### src/dedicated_reg_cfg.svh
// Constants of the dedicated register bank: locations, addresses, resets.
// Assumes inclusion by bare name from the bank's files.
`ifndef DEDICATED_REG_CFG_SVH
`define DEDICATED_REG_CFG_SVH
// Register-file locations
`define RF_LOC_B 6'h0A
`define RF_LOC_ACC 6'h0B
`define RF_LOC_DPX 6'h38
`define RF_LOC_SPX 6'h3C
// Special-function addresses
`define SFR_ADDR_SP 9'h081
`define SFR_ADDR_DPL 9'h082
`define SFR_ADDR_DPH 9'h083
`define SFR_ADDR_DATA_REGION_SELECT 9'h084
`define SFR_ADDR_SPH 9'h0BE
`define SFR_ADDR_PSW 9'h0D0
`define SFR_ADDR_PROGRAM_STATUS_WORD_EXT 9'h0D1
`define SFR_ADDR_ACC 9'h0E0
`define SFR_ADDR_B 9'h0F0
// Storage entries; dwords are four consecutive entries, lowest location first
`define DREG_COUNT 12
`define IDX_LOC56 4'h0
`define IDX_DATA_REGION_SELECT 4'h1
`define IDX_DPH 4'h2
`define IDX_DPL 4'h3
`define IDX_LOC60 4'h4
`define IDX_LOC61 4'h5
`define IDX_SPH 4'h6
`define IDX_SP 4'h7
`define IDX_ACC 4'h8
`define IDX_B 4'h9
`define IDX_PSW 4'hA
`define IDX_PROGRAM_STATUS_WORD_EXT 4'hB
// Reset values
`define RST_SP 8'h07
`define RST_DATA_REGION_SELECT 8'h01
`define RST_OTHER 8'h00
// Hardware status bits derived from the primary operand byte
`define PSW_PARITY_BIT 0
`define PROGRAM_STATUS_WORD_EXT_ZERO_BIT 1
`define PROGRAM_STATUS_WORD_EXT_NEG_BIT 5
// Read data for unowned special-function locations; value is not promised
`define SFR_UNDEF_DATA 8'h00
`endif

### src/dedicated_reg_pkg.sv
// Types shared by the dedicated register bank.
// Assumes nothing of its surroundings.
package dedicated_reg_pkg;
   typedef enum logic [1:0] {size_byte, size_word, size_dword} access_size_t;
endpackage : dedicated_reg_pkg

### src/dedicated_register_sfr_alias.sv
// Dedicated core registers with register-file and special-function views.
// Assumes the execution logic drives both request ports synchronously to ref_clk.
//
// Summary of operation
// - Primary operand byte is register location 11 and special address E0.
// - Multiply auxiliary byte is register location 10 and special address F0.
// - Register-file view answers one cycle sooner than the special view.
// - Status flags in both status words follow only the primary operand byte.
// - Extended data pointer is dword 56; bytes 57..59 alias addresses 84,83,82.
// - Data pointer word is high byte over low byte.
// - Region select byte gives the external data move region.
// - Region select resets to 01; other data pointer bytes reset to zero.
// - Extended stack pointer is dword 60; 63 low byte, 62 high byte.
// - Stack low byte aliases address 81, stack high byte address BE.
// - Writes to unowned special addresses complete but change nothing.
// - Reads of unowned special addresses return an unpromised value.
// - Addresses below 80 and from 100 up are never owned.
// - Special accesses are single bytes only; wider ones are refused.
// - Stack low resets to 07 and region select to 01; the remaining bytes reset to zero.
// - Dword bytes reach the register file only through dword access.
`timescale 1ns/100ps
`include "dedicated_reg_cfg.svh"
module dedicated_register_sfr_alias (
   input wire logic ref_clk,
   input wire logic rst_n,
   input wire logic rf_req,
   input wire logic rf_we,
   input wire dedicated_reg_pkg::access_size_t rf_size,
   input wire logic [5:0] rf_loc,
   input wire logic [31:0] rf_wdata,
   output logic rf_ack,
   output logic rf_miss,
   output logic [31:0] rf_rdata,
   input wire logic sfr_req,
   input wire logic sfr_we,
   input wire dedicated_reg_pkg::access_size_t sfr_size,
   input wire logic [8:0] sfr_addr,
   input wire logic [7:0] sfr_wdata,
   output logic sfr_ack,
   output logic sfr_hit,
   output logic [7:0] sfr_rdata,
   output logic [7:0] primary_operand_byte,
   output logic [7:0] program_status_word,
   output logic [7:0] program_status_word_ext,
   output logic [15:0] data_pointer_word,
   output logic [7:0] data_region_select,
   output logic [15:0] stack_pointer
);
   import dedicated_reg_pkg::*;

   logic [7:0] store [0:`DREG_COUNT-1];
   logic [7:0] raw_next [0:`DREG_COUNT-1];
   logic [7:0] next_store [0:`DREG_COUNT-1];
   logic [`DREG_COUNT-1:0] wr_any;
   logic rf_ok;
   logic rf_dword;
   logic [3:0] rf_base;
   logic rf_take_wr;
   logic dec_ok;
   logic [3:0] dec_idx;
   logic s_valid;
   logic s_we;
   logic s_ok;
   logic [3:0] s_idx;
   logic [7:0] s_wdata;
   logic sfr_do_wr;
   logic acc_wr;

   // ********************************************************************
   // Register-file view decode
   // ********************************************************************
   // Trade-off: a refused register access still answers, with miss set, so
   // the requester never waits on a location that does not exist.
   always_comb begin
      rf_ok = 1'b0;
      rf_dword = 1'b0;
      rf_base = `IDX_LOC56;
      if (rf_size == size_byte && rf_loc == `RF_LOC_ACC) begin
         rf_ok = 1'b1;
         rf_base = `IDX_ACC;
      end else if (rf_size == size_byte && rf_loc == `RF_LOC_B) begin
         rf_ok = 1'b1;
         rf_base = `IDX_B;
      end else if (rf_size == size_dword && rf_loc == `RF_LOC_DPX) begin
         rf_ok = 1'b1;
         rf_dword = 1'b1;
         rf_base = `IDX_LOC56;
      end else if (rf_size == size_dword && rf_loc == `RF_LOC_SPX) begin
         rf_ok = 1'b1;
         rf_dword = 1'b1;
         rf_base = `IDX_LOC60;
      end
      // Byte or word access into 56..63 falls through as a miss
   end

   assign rf_take_wr = rf_req & rf_we & rf_ok;

   // ********************************************************************
   // Special-function view decode
   // ********************************************************************
   // Only this bank's locations hit; everything else, including peripheral
   // addresses, is unowned here.
   always_comb begin
      dec_ok = 1'b1;
      dec_idx = `IDX_ACC;
      case (sfr_addr)
         `SFR_ADDR_SP: dec_idx = `IDX_SP;
         `SFR_ADDR_SPH: dec_idx = `IDX_SPH;
         `SFR_ADDR_DPL: dec_idx = `IDX_DPL;
         `SFR_ADDR_DPH: dec_idx = `IDX_DPH;
         `SFR_ADDR_DATA_REGION_SELECT: dec_idx = `IDX_DATA_REGION_SELECT;
         `SFR_ADDR_PSW: dec_idx = `IDX_PSW;
         `SFR_ADDR_PROGRAM_STATUS_WORD_EXT: dec_idx = `IDX_PROGRAM_STATUS_WORD_EXT;
         `SFR_ADDR_ACC: dec_idx = `IDX_ACC;
         `SFR_ADDR_B: dec_idx = `IDX_B;
         default: dec_ok = 1'b0;
      endcase
   end

   // Extra stage makes the special view one cycle slower
   always_ff @(posedge ref_clk) begin
      if (!rst_n) begin
         s_valid <= 1'b0;
         s_we <= 1'b0;
         s_ok <= 1'b0;
         s_idx <= `IDX_ACC;
         s_wdata <= 8'h00;
      end else begin
         s_valid <= sfr_req;
         s_we <= sfr_we;
         s_ok <= dec_ok & (sfr_size == size_byte);
         s_idx <= dec_idx;
         s_wdata <= sfr_wdata;
      end
   end

   assign sfr_do_wr = s_valid & s_we & s_ok;

   // ********************************************************************
   // Shared storage
   // ********************************************************************
   // One flop per byte serves both views
   for (genvar i = 0; i < `DREG_COUNT; i++) begin : g_entry
      logic [3:0] off;
      logic rf_wr;
      logic sfr_wr;
      logic [7:0] rf_byte;
      assign off = 4'(i) - rf_base;
      assign rf_wr = rf_take_wr & (rf_dword ? (off < 4'h4) : (off == 4'h0));
      assign rf_byte = rf_dword ? rf_wdata[{~off[1:0], 3'b000} +: 8] : rf_wdata[7:0];
      assign sfr_wr = sfr_do_wr & (s_idx == 4'(i));
      assign wr_any[i] = rf_wr | sfr_wr;
      // Colliding writes: the older special-view write lands last and wins
      always_comb begin
         raw_next[i] = store[i];
         if (rf_wr) begin
            raw_next[i] = rf_byte;
         end
         if (sfr_wr) begin
            raw_next[i] = s_wdata;
         end
      end
      always_ff @(posedge ref_clk) begin
         if (!rst_n) begin
            if (4'(i) == `IDX_SP) begin
               store[i] <= `RST_SP;
            end else if (4'(i) == `IDX_DATA_REGION_SELECT) begin
               store[i] <= `RST_DATA_REGION_SELECT;
            end else begin
               store[i] <= `RST_OTHER;
            end
         end else begin
            store[i] <= next_store[i];
         end
      end
   end

   assign acc_wr = wr_any[`IDX_ACC];

   // Hardware status bits refresh only when the primary operand byte is
   // written; software writes to those bit positions are dropped.
   always_comb begin
      next_store = raw_next;
      next_store[`IDX_PSW][`PSW_PARITY_BIT] = acc_wr ? ^raw_next[`IDX_ACC]
         : store[`IDX_PSW][`PSW_PARITY_BIT];
      next_store[`IDX_PROGRAM_STATUS_WORD_EXT][`PROGRAM_STATUS_WORD_EXT_ZERO_BIT] = acc_wr ? (raw_next[`IDX_ACC] == 8'h00)
         : store[`IDX_PROGRAM_STATUS_WORD_EXT][`PROGRAM_STATUS_WORD_EXT_ZERO_BIT];
      next_store[`IDX_PROGRAM_STATUS_WORD_EXT][`PROGRAM_STATUS_WORD_EXT_NEG_BIT] = acc_wr ? raw_next[`IDX_ACC][7]
         : store[`IDX_PROGRAM_STATUS_WORD_EXT][`PROGRAM_STATUS_WORD_EXT_NEG_BIT];
   end

   // ********************************************************************
   // Answers
   // ********************************************************************
   always_ff @(posedge ref_clk) begin
      if (!rst_n) begin
         rf_ack <= 1'b0;
         rf_miss <= 1'b0;
         rf_rdata <= 32'h0000_0000;
      end else begin
         rf_ack <= rf_req;
         rf_miss <= rf_req & ~rf_ok;
         if (rf_req && rf_ok && rf_dword) begin
            rf_rdata <= {store[rf_base], store[4'(rf_base + 4'h1)],
               store[4'(rf_base + 4'h2)], store[4'(rf_base + 4'h3)]};
         end else if (rf_req && rf_ok) begin
            rf_rdata <= {24'h00_0000, store[rf_base]};
         end else if (rf_req) begin
            rf_rdata <= 32'h0000_0000;
         end
      end
   end

   // Refused special accesses answer too; the read value is a fixed filler
   // that callers must not rely on
   always_ff @(posedge ref_clk) begin
      if (!rst_n) begin
         sfr_ack <= 1'b0;
         sfr_hit <= 1'b0;
         sfr_rdata <= 8'h00;
      end else begin
         sfr_ack <= s_valid;
         sfr_hit <= s_valid & s_ok;
         if (s_valid) begin
            sfr_rdata <= s_ok ? store[s_idx] : `SFR_UNDEF_DATA;
         end
      end
   end

   // Mirrors taken straight from the storage flops
   assign primary_operand_byte = store[`IDX_ACC];
   assign program_status_word = store[`IDX_PSW];
   assign program_status_word_ext = store[`IDX_PROGRAM_STATUS_WORD_EXT];
   assign data_pointer_word = {store[`IDX_DPH], store[`IDX_DPL]};
   assign data_region_select = store[`IDX_DATA_REGION_SELECT];
   assign stack_pointer = {store[`IDX_SPH], store[`IDX_SP]};
endmodule : dedicated_register_sfr_alias

### config.mk
export PLATFORM = sky130hd
export DESIGN_NAME = dedicated_register_sfr_alias
export DESIGN_NICKNAME = d
export VERILOG_FILES = /design/src/dedicated_reg_pkg.sv /design/src/dedicated_register_sfr_alias.sv
export VERILOG_INCLUDE_DIRS = /design/src
export SDC_FILE = /design/constraint.sdc
export NUM_CORES = 1
export LEC_CHECK = 0
export BUFFER_PORTS_ARGS = -buffer_cell sky130_fd_sc_hd__buf_2
export CAP_MARGIN = 10
export CORE_UTILIZATION = 57
export CTS_BUF_LIST = sky130_fd_sc_hd__clkbuf_8
export DETAILED_ROUTE_END_ITERATION = 8
export PLACE_DENSITY = 0.83
export SLEW_MARGIN = 20
export SYNTH_ARGS = -nofsm -noshare
export SYNTH_HDL_FRONTEND = slang
export SYNTH_SLANG_ARGS = --single-unit
### constraint.sdc
create_clock -name ref_clk -period 3.3 [get_ports ref_clk]
set_input_delay 0.33 -clock ref_clk [delete_from_list [all_inputs] [get_ports ref_clk]]
set_output_delay 0.33 -clock ref_clk [all_outputs]
set_load 0.05 [all_outputs]
### Word level (Yosys, flattened, before mapping)

Memory sizes are Yosys's and may differ from the RTL's. A register that Yosys moved wholly into a read port is not among the register bits.
Index checks and enable logic that the tools add are counted.

* logic and storage cells: 258
* memories kept: 1
* register bits: 59
* memory bits (writable): 96

* add/sub/neg operators: 15
* muxes and demuxes: 82
* bitwise gates (word level): 57
* equal/unequal tests: 34
* shift-type cells: 12
* reductions and logical operators: 34
* order comparisons: 12

Memory list
* store: depth 12, bits a word 8, read ports 13, clocked after Yosys merged registers in 1, wr ports 12, RTL line dedicated_register_sfr_alias.sv:51 `` logic [7:0] store [0:`DREG_COUNT-1]; ``

Operators with widths (count)
* 2-to-1 mux 8 bit: 49
* variable part select 32 x 6 -> 8 bit: 12
* 2-to-1 mux 32 bit: 3
* == test 9 x 8 -> 1 bit, second input constant: 9
* zero test 4 bit: 13
* < comparator 4 x 3 -> 1 bit, second input constant: 12
* one-hot mux 4 bit (8 select lines): 1
* AND 1 bit: 31
* 2-to-1 mux 1 bit: 24
* NOT 2 bit: 12
* != test 2 bit, second input constant: 9
* AND reduction 2 bit: 9
* == test 4 x 3 -> 1 bit, second input constant: 4
* == test 4 bit, second input constant: 4
* subtractor 3 x 4 -> 4 bit, first input constant: 4
* subtractor 4 bit, first input constant: 4
* OR 1 bit: 13
* == test 6 x 4 -> 1 bit, second input constant: 2
* == test 6 bit, second input constant: 2
* 2-to-1 mux 4 bit: 3
* OR reduction 9 bit: 1
* adder 4 x 2 -> 4 bit, second input constant: 2
* == test 4 x 2 -> 1 bit, second input constant: 2
* zero test 8 bit: 1
* 11 further kinds: 20

### Longest topological paths before layout

Gate-level depths: netlist (run 1).

* word-level depth: 15
* gate-level depth with buffers: 11

### Worst setup path after synthesis (run 1)

No wires, ideal clock.

* kind: input-to-reg
* start: in rf_size[0]
* end: mem store[0][0] (enable)
* buffers on the path: 2
* library setup time: 0.330 ns
* slack: 0.583 ns
* cell stages on the path: 8
* required time: 2.970 ns
* data arrival time: 2.388 ns
* cell sequence: and4bb_2 clkbuf_1 nand3_1 ha_1 buf_1 nor2_1 o211ai_1 nand3_1

RTL lines
* start, declared: RTL line dedicated_register_sfr_alias.sv:28 `input wire dedicated_reg_pkg::access_size_t rf_size,`
* end, declared: RTL line dedicated_register_sfr_alias.sv:51

==> results of run 1 <==
-- final cells by class --
cell class / instances / area share, %
Inverter: 9 / 0.345
Clock buffer: 21 / 2.95
Timing Repair Buffer: 208 / 11.7
Tap cell: 180 / 2.30
Multi-Input combinational cell: 618 / 46.3
Clock inverter: 11 / 1.43
Sequential cell: 155 / 35.0
-- worst register-to-register path, cell delays in order, from the launching register on --
cell and delay [ns]:
dfxtp_1 0.43, and4b_1 0.41, nand3_1 0.39, o21a_1 0.23
a22oi_1 0.22, ha_1 0.30, xor2_1 0.22, xnor2_1 0.15
a21oi_1 0.06, nor3_1 0.13
-- routing by layer --
| layer | vias to the layer above | track usage, % | part of all wire (%) |
|---|---|---|---|
| li1 | 3540 | - | - |
| met1 | 3806 | 53.2 | 38 |
| met2 | 668 | 55.8 | 43 |
| met3 | 105 | 10.1 | 14 |
| met4 | 0 | 20.8 | 5.3 |
| met5 | - | 0 | 0 |
-- where the power goes --
group          switching [mW]  internal, mW
combinational           0.223         0.108
sequential             0.0233          1.96
clock                   0.725         0.828
total                   0.972          2.89
-- cell usage after synthesis (all sizes together), types with 6 or more instances --
library cell / n
inv: 9
nand2: 52
edfxtp: 32
nor3: 7
o21ai: 67
nand3: 53
and3: 10
nor2: 38
a211oi: 11
o221ai: 16
mux4: 24
o21a: 16
a21oi: 69
dfxtp: 123
a211o: 8
a22o: 8
mux2: 15
nor4: 6
nor2b: 7
o211a: 6
a22oi: 15
nand4: 12
mux2i: 81
clkbuf: 48
and2: 20
nand2b: 16
buf: 30
-- through the flow --
stage | cells | power, mW | instance area (µm²) | util [%] | hold WS, ns
after floorplan | 860 | 2.19 | 8340 | - | 0.419
after global placement | 1170 | 2.34 | 9360 | 66.4 | 0.434
after detailed placement | 1170 | 2.34 | 9360 | 66.4 | 0.446
after CTS | 1202 | 3.86 | 9790 | 69.5 | 0.0105
after global routing | 1202 | 3.97 | 9790 | 69.5 | 0.0237
final | 1202 | 3.86 | 9790 | 69.5 | 0.0327
-- registers in the layout, indices dropped and copies added (netlist names) --
register and flops:
sfr_ack 1, s_ok 1, sfr_hit 1, sfr_rdata 8, rf_miss 1, rf_ack 1, s_we 1, s_valid 1
s_wdata 8, rf_rdata 32, store 96, s_idx 4
-- logic make-up after synthesis --
group	Yosys count	share of synthesized area, %
flip-flops	155	41.0
AND/OR/NAND/NOR	248	16.4
multiplexers	120	18.2
buffers and inverters	87	4.62
AO/OA/AOI/OAI	241	18.5
adder cells (fa/ha/maj)	5	0.750
XOR/XNOR	4	0.420
-- cells in the final DEF, fill, tap and decap left out, types with 10 or more instances in the layout --
cell,n
a22oi_1,15
nand2b_1,16
buf_4,35
o21a_1,16
o221ai_1,16
and3_1,10
nand3_1,50
buf_2,172
nand2_1,52
mux2_2,15
a21oi_1,69
a211oi_1,11
edfxtp_1,32
o21ai_0,67
dfxtp_1,122
nor2_1,38
nand4_1,12
mux4_2,24
and2_1,19
mux2i_1,81
clkbuf_8,21
inv_1,11
-- worst paths after layout --
kind,from,endpoint,slack [ns],depth (start not counted)
max,rf_loc[0],store[10][0],0.64,10
min,sfr_size[1],s_ok,0.03,2
max reg2reg,s_valid,store[10][0],0.67,9
min reg2reg,rf_rdata[1],rf_rdata[1],0.47,2
==> results_dict.tcl, run 1 <==
set metrics [dict create \
    syn_area_um2 8340 \
    maxClockFrequency_mhz 376 \
    grt_pass1_wl_mm 42.8 \
    crit_fanout 15 \
    crit_buf_inv 1 \
    die_x_um 123 \
    grt_start_max_net_pins 64 \
    crit_path_frequent_cell "xnor2_1" \
    drt_iter0_drc 1285 \
    critical_path.top_delay_family "simple AND/OR/NAND/NOR gates" \
    worstPathCellList "buf_2 > nand4bb_1 > o21ai_0 > nor3b_1 > a2bb2oi_1 > ha_1 > xnor2_1 > xnor2_1 > a21oi_1 > nor3_1" \
    dp_hpwl_mm 20.7 \
    ys_async_sr_fraction_pct 0 \
    post_drt_wl_per_cell_um 23.9 \
    ys_seq_area_share_pct 41.0 \
    pre_cts_slack_ns 0.395 \
    htreeDepth 4 \
    clk_latency_ns 0.47 \
    gr-total-overflow 0 \
    ant_nets 0 \
    first_pass_iters 7 \
    synthTopCellsByArea "dfxtp_1, edfxtp_1, mux2i_1" \
    core_um2 14100 \
    fin_tns_setup_ns 0 \
    fp.dieH_um 123 \
    period_minus_slack_ns 2.66 \
    clkSlewWorstSetupHoldPaths_ns 0.08 \
    worstPathArrival_ns 3.05 \
    drive_above_1_share_pct 28.3 \
    layout_setup_ws_ns 0.641 \
    synth-seq-cells 155 \
    worst_pin_slew_ns 0.952 \
    synth_edf_count 32 \
    multi_input_area_um2 4540 \
    endpoint_kind "flip-flop" \
    drc 0 \
    avgSynthCellArea_um2 9.70 \
    cellPowerDensity_nw_per_um2 394 \
    nNetsFinal 1079 \
    cts_buffers 17 \
    drv_cap 0 \
    cts_setup_buffers 0 \
    dr_total_vias 8119 \
    skew_ns 0.0155 \
    antenna_found_initial 0 \
    numClockSinks 155 \
    hold_viol_final 0 \
    cts-root-buf "clkbuf_8" \
    grt_usage_pct 38.8 \
    die_area_um2 15100 \
    cts_tree "yes" \
    yosys_most_used_dff "dfxtp_1" \
    setup_viol 0 \
    cpPeakStageDelay_ns 0.58 \
    leakage_nw 3.92 \
    syn_inst 860 \
    std_cell_rows 43 \
    cp.required_ns 3.70 \
    status "complete, no violations" \
    start_kind "primary input" \
    gp_congestion 0.993 \
    vias_per_cell 6.75 \
    rsz0062_at_grt "false" \
    syn2layout_area_growth_pct 17.4 \
    cts_resized 0 \
    hold_class "in2reg" \
    final_max_slew_viol_count 0 \
    relSlewSlack_pct 36.2 \
    antennaDiodeCount 0 \
    regArea_um2 3420 \
    syn_nets 930 \
    numPortBuffers 172 \
    critPathKind "in2reg" \
    cp_slowest_cell "nand4bb_1" \
    clockBufferDepth 2 \
    grt_pass1_vias 7344 \
    synth.top_cell.area_share_pct 29.5 \
    ys_warn_count 0 \
    irDropWorstVdd_v 0.000347 \
    postRouteWirelength_mm 28.7 \
    io_pins 173 \
    ys_types 64 \
    fin_crit_sh_pct 80.6 \
    synth_area_leader_cell "dfxtp_1" \
    start_util_pct 59.2 \
    fillCellCount 1092 \
    hold_buffers 0 \
]
Power figures use the tool's default switching activity.
==> run 2: changes to the inputs <==
ABC_AREA = 1   (was default)
CORE_UTILIZATION = 52   (was 57)
PLACE_DENSITY = 0.79   (was 0.83)
clock period = 2.19 ns   (was 3.3 ns; I/O delays follow)
==> results_dict.tcl, run 2 <==
set metrics [dict create \
    endpoint_kind "flip-flop" \
    fin_total_pwr_mw 5.71 \
    clk_latency_ns 0.49 \
    synthTopCellsByArea "dfxtp_1, nand2_1, edfxtp_1" \
    numPortBuffers 172 \
    synth.top_cell.area_share_pct 29.4 \
    cts_tree "yes" \
    avgSynthCellArea_um2 6.99 \
    die_area_um2 16600 \
    place_area_um2 10000 \
    syn_nets 1269 \
    worst_pin_slew_ns 0.669 \
    synthMostInstantiatedCell "nand2_1" \
    layout_commonest_cell "nand2_1" \
    hold_class "in2reg" \
    fin_cells 1676 \
    start_util_pct 52.9 \
    grt_start_max_net_pins 68 \
    drv_cap 0 \
    crit_fanout 6 \
    drive_above_1_share_pct 25.2 \
    ys_async_sr_fraction_pct 0 \
    dp_hpwl_mm 25.7 \
    antenna_found_initial 0 \
    nNetsFinal 1517 \
    syn_inst 1199 \
    cts_buffers 17 \
    cts-root-buf "clkbuf_8" \
    final_max_slew_viol_count 0 \
    top_regs "store (96), rf_rdata (32)" \
    mostFrequentLayoutCells "nand2_1, buf_2, o21ai_0" \
    status "complete, no violations" \
    ys_warn_count 0 \
    cellPowerDensity_nw_per_um2 534 \
    relSlewSlack_pct 55.4 \
    hold_viol_final 0 \
    fin_util_pct 67.5 \
    yosys_most_used_dff "dfxtp_1" \
    grt_pass1_vias 8635 \
    die_x_um 129 \
    stdcell_area_um2 10700 \
    synth_area_leader_cell "dfxtp_1" \
    core_um2 15800 \
    regArea_um2 3430 \
    clockBufferDepth 2 \
    critPathKind "reg2reg" \
    largest_reg_flops 96 \
    ys_seq_area_share_pct 40.8 \
    gr-total-overflow 0 \
    synth_common_cells "nand2_1, o21ai_0, inv_1, dfxtp_1, nor2_1" \
    ys_types 47 \
    worstPathArrival_ns 2.53 \
    synth_edf_count 32 \
    dr_total_vias 9811 \
    first_pass_iters 7 \
    drc 0 \
    antennaDiodeCount 0 \
    io_pins 173 \
    synth-seq-cells 155 \
    grt_usage_pct 41.0 \
    multi_input_area_um2 4330 \
    leakage_nw 5.00 \
    dp.cells 1629 \
    setup_viol 0 \
    fin_tns_setup_ns 0 \
    htreeDepth 4 \
    postRouteWirelength_mm 34.0 \
    cp.required_ns 2.61 \
    fp.dieH_um 129 \
    maxClockFrequency_mhz 474 \
    period_minus_slack_ns 2.11 \
    syn_area_um2 8380 \
    syn2layout_area_growth_pct 27.5 \
    drt_iter0_drc 1313 \
    regMostFlops "store" \
    clkSlewWorstSetupHoldPaths_ns 0.08 \
    start_kind "flip-flop" \
    irDropWorstVdd_v 0.000442 \
    grt_pass1_wl_mm 49.9 \
    skew_ns 0.0120 \
    post_drt_wl_per_cell_um 20.3 \
    fin_crit_sh_pct 96.4 \
    std_cell_rows 46 \
    vias_per_cell 5.85 \
    ant_nets 0 \
    fillCellCount 1408 \
    gp_congestion 1.04 \
    numClockSinks 155 \
]
==> run 2: changes by cell type after synthesis, sizes merged, moves of 16 or more <==
cell | before | now
a21oi | 69 | 96
a31oi | 1 | 21
and2 | 20 | 0
clkbuf | 48 | 27
inv | 9 | 136
mux2i | 81 | 2
mux4 | 24 | 0
nand2 | 52 | 321
nand2b | 16 | 0
nor2 | 38 | 110
o21a | 16 | 0
o21ai | 67 | 166
o22ai | 0 | 22
==> run 2: per-layer routing <==
metal  track usage (%)  routed length [µm]
met5                 0                   0
met4              23.4                2080
met3              11.3                4550
met2              61.6               14600
met1              53.1               12700
==> run 2: cell families after synthesis <==
group | share of synthesized area (%)
compound gates | 22.6
mux | 0.239
buf+inv | 9.24
flops | 40.8
fa+ha+maj | 0.746
simple gates | 26.0
xor+xnor | 0.314
==> run 2: cell type report <==
type | count | share of cell area (%)
clock inverters | 13 | 1.08
inverters | 136 | 4.87
well taps | 216 | 2.53
flip-flops and latches | 155 | 32.1
repair buffers | 282 | 16.4
clock buffers | 19 | 2.45
multi-input cells | 855 | 40.5
==> run 2: worst max-delay path: stages (launching register included) <==
cell and delay, ns:
dfxtp_4 0.37, nand3_4 0.09, inv_4 0.08, nand2_4 0.07, nor2_8 0.17, buf_6 0.14
nor2_8 0.04, buf_4 0.17, a21oi_4 0.16, ha_4 0.23, xor2_2 0.15, xnor2_1 0.14
o21ai_1 0.08, a21oi_1 0.14
==> run 2: timing repair <==
| item | CTS | global route |
|---|---|---|
| endpoints found under the setup margin | 1 | 1 |
| cloned | 0 | 1 |
| endpoints found under the hold margin | 11 | 0 |
| pin swaps | 0 | 9 |
| hold buffers | 12 | 0 |
| gates resized for setup | 4 | 27 |
| setup buffers | 0 | 2 |
==> run 2: final timing paths <==
check | slack [ns] | cells past startpoint | from | to
worst max-delay path | 0.08 | 13 | s_valid | store[10][0]
worst min-delay path | 0.07 | 4 | sfr_addr[4] | s_ok
worst max register to register | 0.08 | 13 | s_valid | store[10][0]
worst min register to register | 0.47 | 2 | rf_rdata[31] | rf_rdata[31]
==> run 2: stage by stage <==
step | hold slack (ns) | worst slack, ns
6_report | 0.0747 | 0.0791
5_1_grt | 0.0751 | -0.0309
4_1_cts | 0.0531 | 0.00970
3_5_place_dp | 0.407 | -0.138
3_3_place_gp | 0.401 | -0.0967
2_1_floorplan | 0.317 | 0.0194
==> run 2: power by group <==
group / internal [mW] / leakage, nW / switching, mW / total [mW]
Clock: 0.962 / 0.193 / 1.15 / 2.11
Combinational: 0.197 / 3.50 / 0.388 / 0.585
Sequential: 2.97 / 1.31 / 0.0478 / 3.01
Total: 4.12 / 5.00 / 1.59 / 5.71
